[src/core/panel_pkg.sv]
package panel_pkg;
	// Register byte offsets
	localparam logic [7:0] OFF_CTRL = 8'h00;
	localparam logic [7:0] OFF_KEYS = 8'h04;
	localparam logic [7:0] OFF_XVAL = 8'h08;
	localparam logic [7:0] OFF_STAT = 8'h0c;
	localparam logic [7:0] OFF_OFFSET = 8'h10;
	localparam logic [7:0] OFF_PHAS = 8'h14;
	localparam logic [7:0] OFF_OUTV = 8'h18;
	localparam logic [7:0] OFF_REMC = 8'h1c;
	// Key bit positions in the key register
	localparam int K_EXPAND = 0;
	localparam int K_REL = 1;
	localparam int K_OFS_TOG = 2;
	localparam int K_OFS_UP = 3;
	localparam int K_OFS_DN = 4;
	localparam int K_TC1_UP = 5;
	localparam int K_TC1_DN = 6;
	localparam int K_TC2_UP = 7;
	localparam int K_TC2_DN = 8;
	localparam int K_TRIG = 9;
	localparam int K_HARM = 10;
	localparam int K_SELECT = 11;
	localparam int K_PH_UP = 12;
	localparam int K_PH_DN = 13;
	localparam int K_Q_UP = 14;
	localparam int K_Q_DN = 15;
	localparam int K_DISP_UP = 16;
	localparam int NKEYS = 17;
	// Fixed-point scales: offset and x in units of 0.025 % FS, phase in 0.025 degree
	localparam logic signed [15:0] OFS_LIMIT = 16'sd4096;
	localparam logic signed [15:0] OFS_STEP_MAX = 16'sd400;
	localparam logic signed [15:0] PH_HALF = 16'sd7200;
	localparam logic signed [15:0] PH_QUAD = 16'sd3600;
	localparam logic signed [15:0] PH_STEP_MAX = 16'sd400;
	localparam logic [4:0] TC1_MAX = 5'd15;
	localparam logic [4:0] TC1_DEFAULT = 5'd6;
	localparam logic [4:0] SENS_DEFAULT = 5'd23;
	localparam logic [1:0] TC2_NONE = 2'd0;
	localparam logic [1:0] TC2_MAX = 2'd2;
	// Timing
	localparam int CLK_HZ = 40_000_000;
	localparam int TICK_MS = 10;
	localparam int TICK_CYC = CLK_HZ / 1000 * TICK_MS;
	localparam int REPEAT_MS = 500;
	localparam int REPEAT_TICKS = REPEAT_MS / TICK_MS;
	localparam int ACCEL_TICKS = 10;
	localparam int BANNER_MS = 2000;
	localparam int BANNER_TICKS = BANNER_MS / TICK_MS;
	localparam int ERR_MS = 3000;
	localparam int ERR_TICKS = ERR_MS / TICK_MS;
	localparam int BLINK_TICKS = 25;
	typedef enum logic [1:0] {TRIG_SYM, TRIG_POS, TRIG_NEG} trig_e;
	typedef struct packed {
		logic expand;
		logic rel_on;
		logic ofs_on;
		logic harm2;
		logic ref_show_phase;
		logic noise_bw10;
		trig_e trig;
		logic [4:0] tc1;
		logic [1:0] tc2;
	} setting_s;
endpackage

[src/core/front_panel_setting_controller.sv]
`timescale 1ns/1ps
module front_panel_setting_controller
	import panel_pkg::*;
(
	input wire logic pclk,
	input wire logic presetn,
	input wire logic psel,
	input wire logic penable,
	input wire logic pwrite,
	input wire logic [7:0] paddr,
	input wire logic [31:0] pwdata,
	output logic [31:0] prdata,
	output logic pready,
	output logic pslverr,
	input wire logic [NKEYS-1:0] keys_raw,
	input wire logic noise_display,
	output setting_s setting,
	output logic signed [15:0] offset_applied,
	output logic signed [15:0] phase_setting,
	output logic signed [19:0] output_value,
	output logic expand_on_lamp,
	output logic expand_off_lamp,
	output logic rel_lamp,
	output logic offset_lamp,
	output logic [2:0] tc2_lamps,
	output logic [1:0] noise_bandwidth_select,
	output logic noise_restart,
	output logic banner,
	output logic error_lamp,
	output logic remote
);
	////////////////////////////////////////////////////////////////////
	// Key synchronisers and tick divider
	logic [NKEYS-1:0] k1_q, k2_q, kp_q;
	logic [19:0] div_q;
	logic tick;
	assign tick = div_q == 20'(TICK_CYC - 1);
	wire [NKEYS-1:0] press = k2_q & ~kp_q;
	wire [NKEYS-1:0] held = k2_q;
	// Synchroniser runs through reset so a held key is seen at boot
	always_ff @(posedge pclk)
	begin
		k1_q <= keys_raw;
		k2_q <= k1_q;
	end
	always_ff @(posedge pclk or negedge presetn)
		if (!presetn)
		begin
			kp_q <= '0;
			div_q <= '0;
		end
		else
		begin
			kp_q <= k2_q;
			div_q <= tick ? '0 : div_q + 20'd1;
		end
	////////////////////////////////////////////////////////////////////
	// APB registers
	logic signed [15:0] x_q, ofs_q, ph_q;
	logic [1:0] rem_q;
	logic [31:0] rd_d;
	wire wr = psel & penable & pwrite;
	wire rd_hit = paddr == OFF_CTRL || paddr == OFF_XVAL || paddr == OFF_STAT ||
		paddr == OFF_OFFSET || paddr == OFF_PHAS || paddr == OFF_OUTV || paddr == OFF_REMC;
	always_comb
	begin
		case (paddr)
			OFF_CTRL: rd_d = {17'h0, setting};
			OFF_XVAL: rd_d = {16'h0, x_q};
			OFF_STAT: rd_d = {26'h0, banner, error_lamp, rel_lamp, offset_lamp, remote, 1'b0};
			OFF_OFFSET: rd_d = {16'h0, ofs_q};
			OFF_PHAS: rd_d = {16'h0, ph_q};
			OFF_OUTV: rd_d = {12'h0, output_value};
			OFF_REMC: rd_d = {30'h0, rem_q};
			default: rd_d = 32'h0;
		endcase
	end
	// rem_q: bit0 remote, bit1 lockout
	////////////////////////////////////////////////////////////////////
	// Settings state
	setting_s s_q;
	logic [3:0] ofs_acc_q, ph_acc_q;
	logic [6:0] tc_rep_q;
	logic [8:0] ofs_hold_q, ph_hold_q;
	logic [8:0] ban_q, err_q;
	logic [5:0] blink_q;
	logic rel_blink_q, ofs_blink_q, nrst_q, boot_q;
	wire en = !rem_q[0];
	wire signed [15:0] ofs_step = (16'sd1 <<< ofs_acc_q) > OFS_STEP_MAX ? OFS_STEP_MAX :
		(16'sd1 <<< ofs_acc_q);
	wire signed [15:0] ph_step = (16'sd1 <<< ph_acc_q) > PH_STEP_MAX ? PH_STEP_MAX :
		(16'sd1 <<< ph_acc_q);
	wire ofs_hit = en & s_q.ofs_on & (press[K_OFS_UP] | press[K_OFS_DN] |
		(tick & ofs_hold_q == 9'(ACCEL_TICKS) & (held[K_OFS_UP] | held[K_OFS_DN])));
	wire signed [16:0] ofs_sum = held[K_OFS_UP] ? 17'(ofs_q) + 17'(ofs_step) :
		17'(ofs_q) - 17'(ofs_step);
	wire ofs_over = ofs_sum > 17'(OFS_LIMIT) || ofs_sum < -17'(OFS_LIMIT);
	wire ph_hit = en & (press[K_PH_UP] | press[K_PH_DN] |
		(tick & ph_hold_q == 9'(ACCEL_TICKS) & (held[K_PH_UP] | held[K_PH_DN])));
	wire signed [16:0] ph_fine = held[K_PH_UP] ? 17'(ph_q) + 17'(ph_step) :
		17'(ph_q) - 17'(ph_step);
	wire signed [16:0] ph_quad = press[K_Q_UP] ? 17'(ph_q) + 17'(PH_QUAD) :
		17'(ph_q) - 17'(PH_QUAD);
	wire signed [16:0] ph_raw = ph_hit ? ph_fine : ph_quad;
	wire signed [15:0] ph_wrap = ph_raw > 17'(PH_HALF) ? 16'(ph_raw - 17'(2 * PH_HALF)) :
		ph_raw < -17'(PH_HALF) ? 16'(ph_raw + 17'(2 * PH_HALF)) : 16'(ph_raw);
	wire x_big = x_q > OFS_LIMIT || x_q < -OFS_LIMIT;
	wire tc_rep = tick & tc_rep_q == 7'(REPEAT_TICKS);
	always_ff @(posedge pclk or negedge presetn)
		if (!presetn)
		begin
			s_q <= '0;
			ofs_q <= '0;
			ph_q <= '0;
			x_q <= '0;
			rem_q <= '0;
			ofs_acc_q <= '0;
			ph_acc_q <= '0;
			ofs_hold_q <= '0;
			ph_hold_q <= '0;
			tc_rep_q <= '0;
			rel_blink_q <= 1'b0;
			ofs_blink_q <= 1'b0;
			nrst_q <= 1'b0;
			boot_q <= 1'b1;
			ban_q <= '0;
			err_q <= '0;
			blink_q <= '0;
		end
		else
		begin
			nrst_q <= 1'b0;
			if (wr && paddr == OFF_XVAL)
				x_q <= pwdata[15:0];
			if (wr && paddr == OFF_REMC)
				rem_q <= pwdata[1:0];
			else if (press[K_DISP_UP] && rem_q == 2'b01)
				rem_q <= 2'b00;
			if (tick)
				blink_q <= blink_q == 6'(2 * BLINK_TICKS - 1) ? '0 : blink_q + 6'd1;
			if (tick && ban_q != 0)
				ban_q <= ban_q - 9'd1;
			if (tick && err_q != 0)
				err_q <= err_q - 9'd1;
			if (boot_q)
			begin
				boot_q <= 1'b0;
				ban_q <= 9'(BANNER_TICKS);
				if (k2_q[K_REL])
				begin
					s_q <= '0;
					s_q.tc1 <= TC1_DEFAULT;
					ofs_q <= '0;
					ph_q <= '0;
					err_q <= 9'(ERR_TICKS);
				end
			end
			else if (en)
			begin
				if (press[K_EXPAND])
					s_q.expand <= ~s_q.expand;
				if (press[K_REL] && !s_q.rel_on)
				begin
					s_q.rel_on <= 1'b1;
					s_q.ofs_on <= 1'b0;
					ofs_blink_q <= 1'b0;
					rel_blink_q <= x_big;
					ofs_q <= x_q > OFS_LIMIT ? -OFS_LIMIT : x_q < -OFS_LIMIT ? OFS_LIMIT : -x_q;
				end
				else if (press[K_REL])
				begin
					s_q.rel_on <= 1'b0;
					rel_blink_q <= 1'b0;
				end
				if (press[K_OFS_TOG])
				begin
					s_q.ofs_on <= ~s_q.ofs_on;
					ofs_blink_q <= 1'b0;
					if (!s_q.ofs_on)
					begin
						s_q.rel_on <= 1'b0;
						rel_blink_q <= 1'b0;
					end
				end
				else if (ofs_hit)
				begin
					ofs_blink_q <= ofs_over;
					ofs_q <= ofs_over ? (held[K_OFS_UP] ? OFS_LIMIT : -OFS_LIMIT) : 16'(ofs_sum);
				end
				if (!(held[K_OFS_UP] | held[K_OFS_DN]))
				begin
					ofs_hold_q <= '0;
					ofs_acc_q <= '0;
				end
				else if (tick)
				begin
					ofs_hold_q <= ofs_hold_q == 9'(ACCEL_TICKS) ? '0 : ofs_hold_q + 9'd1;
					if (ofs_hit && ofs_acc_q != 4'd9)
						ofs_acc_q <= ofs_acc_q + 4'd1;
				end
				if (!(held[K_TC1_UP] | held[K_TC1_DN]))
					tc_rep_q <= '0;
				else if (tick)
					tc_rep_q <= tc_rep ? '0 : tc_rep_q + 7'd1;
				if (!noise_display && (press[K_TC1_UP] || (tc_rep && held[K_TC1_UP])) &&
					s_q.tc1 != TC1_MAX)
					s_q.tc1 <= s_q.tc1 + 5'd1;
				else if (!noise_display && (press[K_TC1_DN] || (tc_rep && held[K_TC1_DN])) &&
					s_q.tc1 != 5'd0)
					s_q.tc1 <= s_q.tc1 - 5'd1;
				if (noise_display)
				begin
					if (press[K_TC2_UP])
					begin
						s_q.noise_bw10 <= 1'b0;
						nrst_q <= !s_q.noise_bw10;
					end
					else if (press[K_TC2_DN])
					begin
						s_q.noise_bw10 <= 1'b1;
						nrst_q <= s_q.noise_bw10;
					end
				end
				else if (press[K_TC2_UP] && s_q.tc2 != TC2_MAX)
					s_q.tc2 <= s_q.tc2 + 2'd1;
				else if (press[K_TC2_DN] && s_q.tc2 != TC2_NONE)
					s_q.tc2 <= s_q.tc2 - 2'd1;
				if (press[K_TRIG])
					s_q.trig <= s_q.trig == TRIG_NEG ? TRIG_SYM : trig_e'(s_q.trig + 2'd1);
				if (press[K_HARM])
					s_q.harm2 <= ~s_q.harm2;
				if (press[K_PH_UP] | press[K_PH_DN] | press[K_Q_UP] | press[K_Q_DN])
					s_q.ref_show_phase <= 1'b1;
				else if (press[K_SELECT])
					s_q.ref_show_phase <= ~s_q.ref_show_phase;
				if (held[K_Q_UP] && held[K_Q_DN])
					ph_q <= '0;
				else if (ph_hit || press[K_Q_UP] || press[K_Q_DN])
					ph_q <= ph_wrap;
				if (!(held[K_PH_UP] | held[K_PH_DN]))
				begin
					ph_hold_q <= '0;
					ph_acc_q <= '0;
				end
				else if (tick)
				begin
					ph_hold_q <= ph_hold_q == 9'(ACCEL_TICKS) ? '0 : ph_hold_q + 9'd1;
					if (ph_hit && ph_acc_q != 4'd9)
						ph_acc_q <= ph_acc_q + 4'd1;
				end
			end
		end
	////////////////////////////////////////////////////////////////////
	// Registered outputs
	wire blink_on = blink_q < 6'(BLINK_TICKS);
	wire signed [15:0] ofs_app = (s_q.rel_on | s_q.ofs_on) ? ofs_q : 16'sd0;
	wire signed [16:0] osum = 17'(x_q) + 17'(ofs_app);
	wire signed [19:0] vout = s_q.expand ? 20'(osum) * 20'sd100 : 20'(osum) * 20'sd10;
	always_ff @(posedge pclk or negedge presetn)
		if (!presetn)
		begin
			prdata <= '0;
			pready <= 1'b0;
			pslverr <= 1'b0;
			setting <= '0;
			offset_applied <= '0;
			phase_setting <= '0;
			output_value <= '0;
			expand_on_lamp <= 1'b0;
			expand_off_lamp <= 1'b1;
			rel_lamp <= 1'b0;
			offset_lamp <= 1'b0;
			tc2_lamps <= '0;
			noise_bandwidth_select <= '0;
			noise_restart <= 1'b0;
			banner <= 1'b0;
			error_lamp <= 1'b0;
			remote <= 1'b0;
		end
		else
		begin
			pready <= psel & ~penable;
			pslverr <= psel & ~penable & ~rd_hit & ~(pwrite & paddr == OFF_KEYS);
			if (psel & ~penable & ~pwrite)
				prdata <= rd_d;
			setting <= s_q;
			offset_applied <= ofs_app;
			phase_setting <= ph_q;
			output_value <= vout;
			expand_on_lamp <= s_q.expand;
			expand_off_lamp <= ~s_q.expand;
			rel_lamp <= s_q.rel_on & (~rel_blink_q | blink_on);
			offset_lamp <= s_q.ofs_on & (~ofs_blink_q | blink_on);
			tc2_lamps <= noise_display ? 3'h0 : 3'(3'h1 << s_q.tc2);
			noise_bandwidth_select <= noise_display ? {s_q.noise_bw10, ~s_q.noise_bw10} : 2'h0;
			noise_restart <= nrst_q;
			banner <= ban_q != 0;
			error_lamp <= err_q != 0;
			remote <= rem_q[0];
		end
	////////////////////////////////////////////////////////////////////
	// Assertions
	property p_expand_lamps;
		@(posedge pclk) disable iff (!presetn)
		expand_on_lamp != expand_off_lamp;
	endproperty
	a_expand_lamps: assert property (p_expand_lamps) else $error("expand lamps disagree");
	property p_rel_load;
		@(posedge pclk) disable iff (!presetn)
		en && !boot_q && press[K_REL] && !s_q.rel_on && !x_big |=> ofs_q == -$past(x_q);
	endproperty
	a_rel_load: assert property (p_rel_load) else $error("rel did not load minus x");
	property p_rel_clamp;
		@(posedge pclk) disable iff (!presetn)
		en && !boot_q && press[K_REL] && !s_q.rel_on && x_big |=> rel_blink_q;
	endproperty
	a_rel_clamp: assert property (p_rel_clamp) else $error("rel clamp not flagged");
	property p_ofs_limit;
		@(posedge pclk) disable iff (!presetn)
		ofs_q <= OFS_LIMIT && ofs_q >= -OFS_LIMIT;
	endproperty
	a_ofs_limit: assert property (p_ofs_limit) else $error("offset beyond limit");
	property p_ofs_off_zero;
		@(posedge pclk) disable iff (!presetn)
		!s_q.ofs_on && !s_q.rel_on |=> offset_applied == 16'sd0;
	endproperty
	a_ofs_off_zero: assert property (p_ofs_off_zero) else $error("applied offset not zero");
	property p_phase_range;
		@(posedge pclk) disable iff (!presetn)
		ph_q <= PH_HALF && ph_q >= -PH_HALF;
	endproperty
	a_phase_range: assert property (p_phase_range) else $error("phase out of range");
	property p_lockout;
		@(posedge pclk) disable iff (!presetn)
		rem_q == 2'b11 && !(wr && paddr == OFF_REMC) |=> rem_q == 2'b11;
	endproperty
	a_lockout: assert property (p_lockout) else $error("lockout left without command");
	property p_exclusive;
		@(posedge pclk) disable iff (!presetn)
		!(s_q.rel_on && s_q.ofs_on);
	endproperty
	a_exclusive: assert property (p_exclusive) else $error("rel and offset both on");
endmodule // front_panel_setting_controller

[config.mk]
export PLATFORM = sky130hd
export DESIGN_NAME = front_panel_setting_controller
export DESIGN_NICKNAME = d
export VERILOG_FILES = /design/src/core/panel_pkg.sv /design/src/core/front_panel_setting_controller.sv
export SDC_FILE = /design/constraint.sdc
export NUM_CORES = 1
export LEC_CHECK = 0
export BUFFER_PORTS_ARGS = -buffer_cell sky130_fd_sc_hd__buf_2
export CAP_MARGIN = 15
export CORE_ASPECT_RATIO = 1.1
export CORE_MARGIN = 2
export CORE_UTILIZATION = 26
export DETAILED_ROUTE_END_ITERATION = 10
export GPL_TIMING_DRIVEN = 0
export SLEW_MARGIN = 20
export SYNTH_ARGS = -nofsm -noshare
export SYNTH_HDL_FRONTEND = slang
export SYNTH_SLANG_ARGS = --single-unit
[constraint.sdc]
create_clock -name pclk -period 6.5 [get_ports pclk]
set_clock_uncertainty 0.15 [all_clocks]
set_input_delay 1.3 -clock pclk [delete_from_list [all_inputs] [get_ports pclk]]
set_output_delay 1.3 -clock pclk [all_outputs]
set_load 0.02 [all_outputs]
==> metrics.txt <==
Internal Power=4410 uW; Critical Path Fanout Max=10; fin area=22,300 um2; Worst Setup SP=ph_acc_q[1]; num ports=177; CTS Sinks=297; Reg2Reg Setup Slack=390 ps; CTS root buf=clkbuf_16; share of cells above drive strength 1=13.4%; Antenna Violating Nets Remaining=0; fillers=7,605; nets@finish=2,503; total grt overflow=0; Net Sw Frac=37.5%; max cap viols=0; Primary FF master, synth=dfrtp_1; largest family of logic cells by synthesized area=compound AO/OA/AOI/OAI gates; fin crit share=94.1%; compound-gate portion of the synthesized area=18.1%; achievable clock frequency=164 MHz; CP Capture Point=ph_q[9]; Reg-to-Reg Start=ph_acc_q[1]; DR vias/cell=4.99; maximum vdd ir drop=158 uV; largest net degree at the start of global routing=93; clk_lat worst skew=550 ps; Hold Path Class=reg2reg; initial core utilization=26.3%; leading post-synthesis cells by cell area=dfrtp_1 (35%), ha_1 (11%), xnor2_1 (4.1%); RePlAce Congestion=0.912; Max clock buf depth=3; CTS tree=done; Max Slew Vio Count=0; Crit Reg-Reg Endpoint=ph_q[9]; nature of the critical path startpoint=flop; initial DRC count=1,477; synthesis-to-finish area growth=18.3%; average size of a mapped cell=9.19 um2; Pwr Density=316 nW/um2; simple-gate share of the synthesized area=17.4%; Cells after Synth=2,055; die area=74,900 um2; wirelength, routed=59,300 um; vias in the first global route=15,200; top cell type's share of synthesized area=34.6%; dpl cell area=20,900 um2; Arr. time, crit path=6380 ps; Min-Delay Startpoint=k1_q[8]; drt first pass iters=8; total CTS buffers=36; Yosys reg bits=297; Die Wd=261 um; Via Count=16,100; fin crit period=6110 ps; # DRC=0; status=finished, final reports clean; adder-cell share of the synthesized area=12.9%; Clock Power Share=31.1%; Flop pwr share=33.4%; IO Port Bufs=145; H-Tree Level Count=2; GRT Total Usage=15.6%; mux cell area share after synthesis=2.09%; first-pass GRT wire length=90,200 um; # rows=103; total power=7060 uW; Hold WS=172 ps; Crit Path Category=reg2reg; synth warn=0; core area=71,900 um2; Die Height=287 um; Slew @ Worst Pin=1080 ps; LEAKAGE=0.0103 uW; Post-synth EDFFs=0; Slew HR=28.0%; final hold vios=0; Synth area leader=dfrtp_1; CP required=6760 ps; crit end category=flop; share of synthesized flip-flops with an asynchronous set or reset=88.6%; combinational fraction of design power=35.6%; Ant. Diodes=0; Seq/Total Area, Yosys=38.4%; R2R cell count=26; area of the mapped netlist=18,900 um2; Routed WL per cell=18.4 um; Reg clk slew, reported paths=60 ps; NetSw=2650 uW; xor-xnor portion of the synthesized cell area=6.52%; Final Setup Violations=0; detailed placement HPWL=46,000 um; Distinct cells, synth=87; number of antenna violations at the first check in global routing=3; RSZ-0062 raised after global routing=false
[critical path, stage by stage (launching register included)]
cell and delay [ps]:
dfrtp_1 430, inv_1 100, ha_1 190, clkbuf_1 360, nand2_1 140, ha_1 320, nand3_1 130, nor2_1 50
o21ai_0 140, nand2_1 70, a22o_1 190, ha_1 230, or3_1 360, o22ai_1 170, xnor2_1 90, mux2_4 300
inv_1 150, ha_1 230, or4b_2 590, nor4_1 190, a311oi_1 120, o311a_1 400, o41ai_4 350, buf_4 210
o22ai_1 110, xnor2_1 150, o21ai_1 80
[stage by stage]
| step | setup WS [ps] | util, % | TNS, ps | cells |
|---|---|---|---|---|
| floorplan | 361 | - | 0 | 2068 |
| global placement | -1120 | 29.0 | -285280 | 3158 |
| detailed placement | -879 | 29.1 | -1720 | 3161 |
| CTS | 38.7 | 30.9 | 0 | 3224 |
| global route | 34.5 | 31.1 | 0 | 3227 |
| finish | 386 | 31.1 | 0 | 3227 |
[power groups by stage]
| stage | logic [uW] | registers (uW) | clock network, uW |
|---|---|---|---|
| 2_1_floorplan | 1690 | 2370 | 0 |
| 3_3_place_gp | 2460 | 2390 | 0 |
| 3_5_place_dp | 2480 | 2390 | 0 |
| 4_1_cts | 2490 | 2360 | 2260 |
| 5_1_grt | 2810 | 2370 | 2330 |
| 6_report | 2510 | 2360 | 2190 |
[cell families after synthesis]
| kind of cell | after synthesis |
|---|---|
| AO/OA/AOI/OAI | 525 |
| XOR/XNOR | 139 |
| adder cells (fa/ha/maj) | 183 |
| buffers and inverters | 207 |
| flip-flops | 297 |
| multiplexers | 35 |
| other | 1 |
| AND/OR/NAND/NOR | 668 |
[cell usage after synthesis, types with 6 or more instances]
cell / number
a211oi_1: 13
a21o_1: 30
a21oi_1: 99
a222oi_1: 17
a22o_1: 10
a22oi_1: 24
a31oi_1: 31
and2_1: 9
and3_1: 32
buf_4: 14
clkbuf_1: 57
dfrtp_1: 261
dfxtp_1: 34
fa_1: 19
ha_1: 164
inv_1: 127
mux2_2: 24
mux2i_1: 8
nand2_1: 156
nand2b_1: 28
nand3_1: 69
nand4_1: 15
nor2_1: 179
nor2b_1: 39
nor3_1: 51
nor3b_1: 6
nor4_1: 11
o211ai_1: 12
o21a_1: 11
o21ai_0: 139
o21ai_1: 13
o21bai_1: 15
o22ai_1: 18
o31ai_1: 27
or2_2: 10
or3_1: 24
or4_1: 9
xnor2_1: 88
xor2_1: 50
[worst min-delay path by stage]
stage                     to  slack [ps]  cells past startpoint
floorplan            held[0]         160                      0
global placement     held[7]         160                      0
detailed placement  held[15]         160                      0
CTS                 held[10]         170                      0
global route         held[1]         180                      0
finish               held[8]         170                      0
[layout by cell type, fill, tap and decap left out, drive strengths merged, types with 31 or more instances in the layout]
cell and instances:
o21ai 152, and3 33, inv 128, xnor2 88, nand2 156, nand3 69
nor2b 39, buf 177, xor2 50, a31oi 31, nor3 51, a21oi 100
nor2 179, dfrtp 261, ha 164, clkbuf 103, dfxtp 34
[cell type report]
class	instances	area (um2)	area share, %
Buffer	78	377	1.69
Sequential cell	297	7270	32.5
Inverter	127	477	2.13
Multi-Input combinational cell	1564	10900	48.9
Timing Repair Buffer	153	836	3.74
Tap cell	945	1180	5.29
Clock buffer	49	1040	4.66
Clock inverter	14	229	1.02
[what timing repair did]
| action | 4_1_cts | 5_1_grt |
|---|---|---|
| hold buffers | 0 | 0 |
| setup buffers | 1 | 4 |
| endpoints found under the setup margin | 10 | 21 |
| pin swaps | 1 | 4 |
| resized for setup | 7 | 23 |
[routing by layer]
| metal | track usage (%) | vias to the layer above | part of all wire (%) |
|---|---|---|---|
| met1 | 22.0 | 7776 | 46 |
| met2 | 24.6 | 488 | 45 |
| li1 | - | 7771 | - |
| met5 | 0 | - | 0 |
| met4 | 4.20 | 0 | 2.4 |
| met3 | 2.69 | 76 | 6.6 |
[sequential cells by signal (all words and copies together), names as in the netlist, 6 cells and up]
| name | count |
|---|---|
| held | 17 |
| kp_q | 17 |
| tc_rep_q | 7 |
| output_value | 19 |
| k1_q | 17 |
| prdata | 20 |
| blink_q | 6 |
| phase_setting | 16 |
| x_q | 16 |
| setting | 14 |
| ofs_hold_q | 9 |
| ofs_q | 16 |
| err_q | 9 |
| ph_q | 16 |
| offset_applied | 16 |
| ban_q | 9 |
| s_q | 15 |
| ph_hold_q | 9 |
| div_q | 20 |
Note: power is estimated with default switching activity, not from simulation.
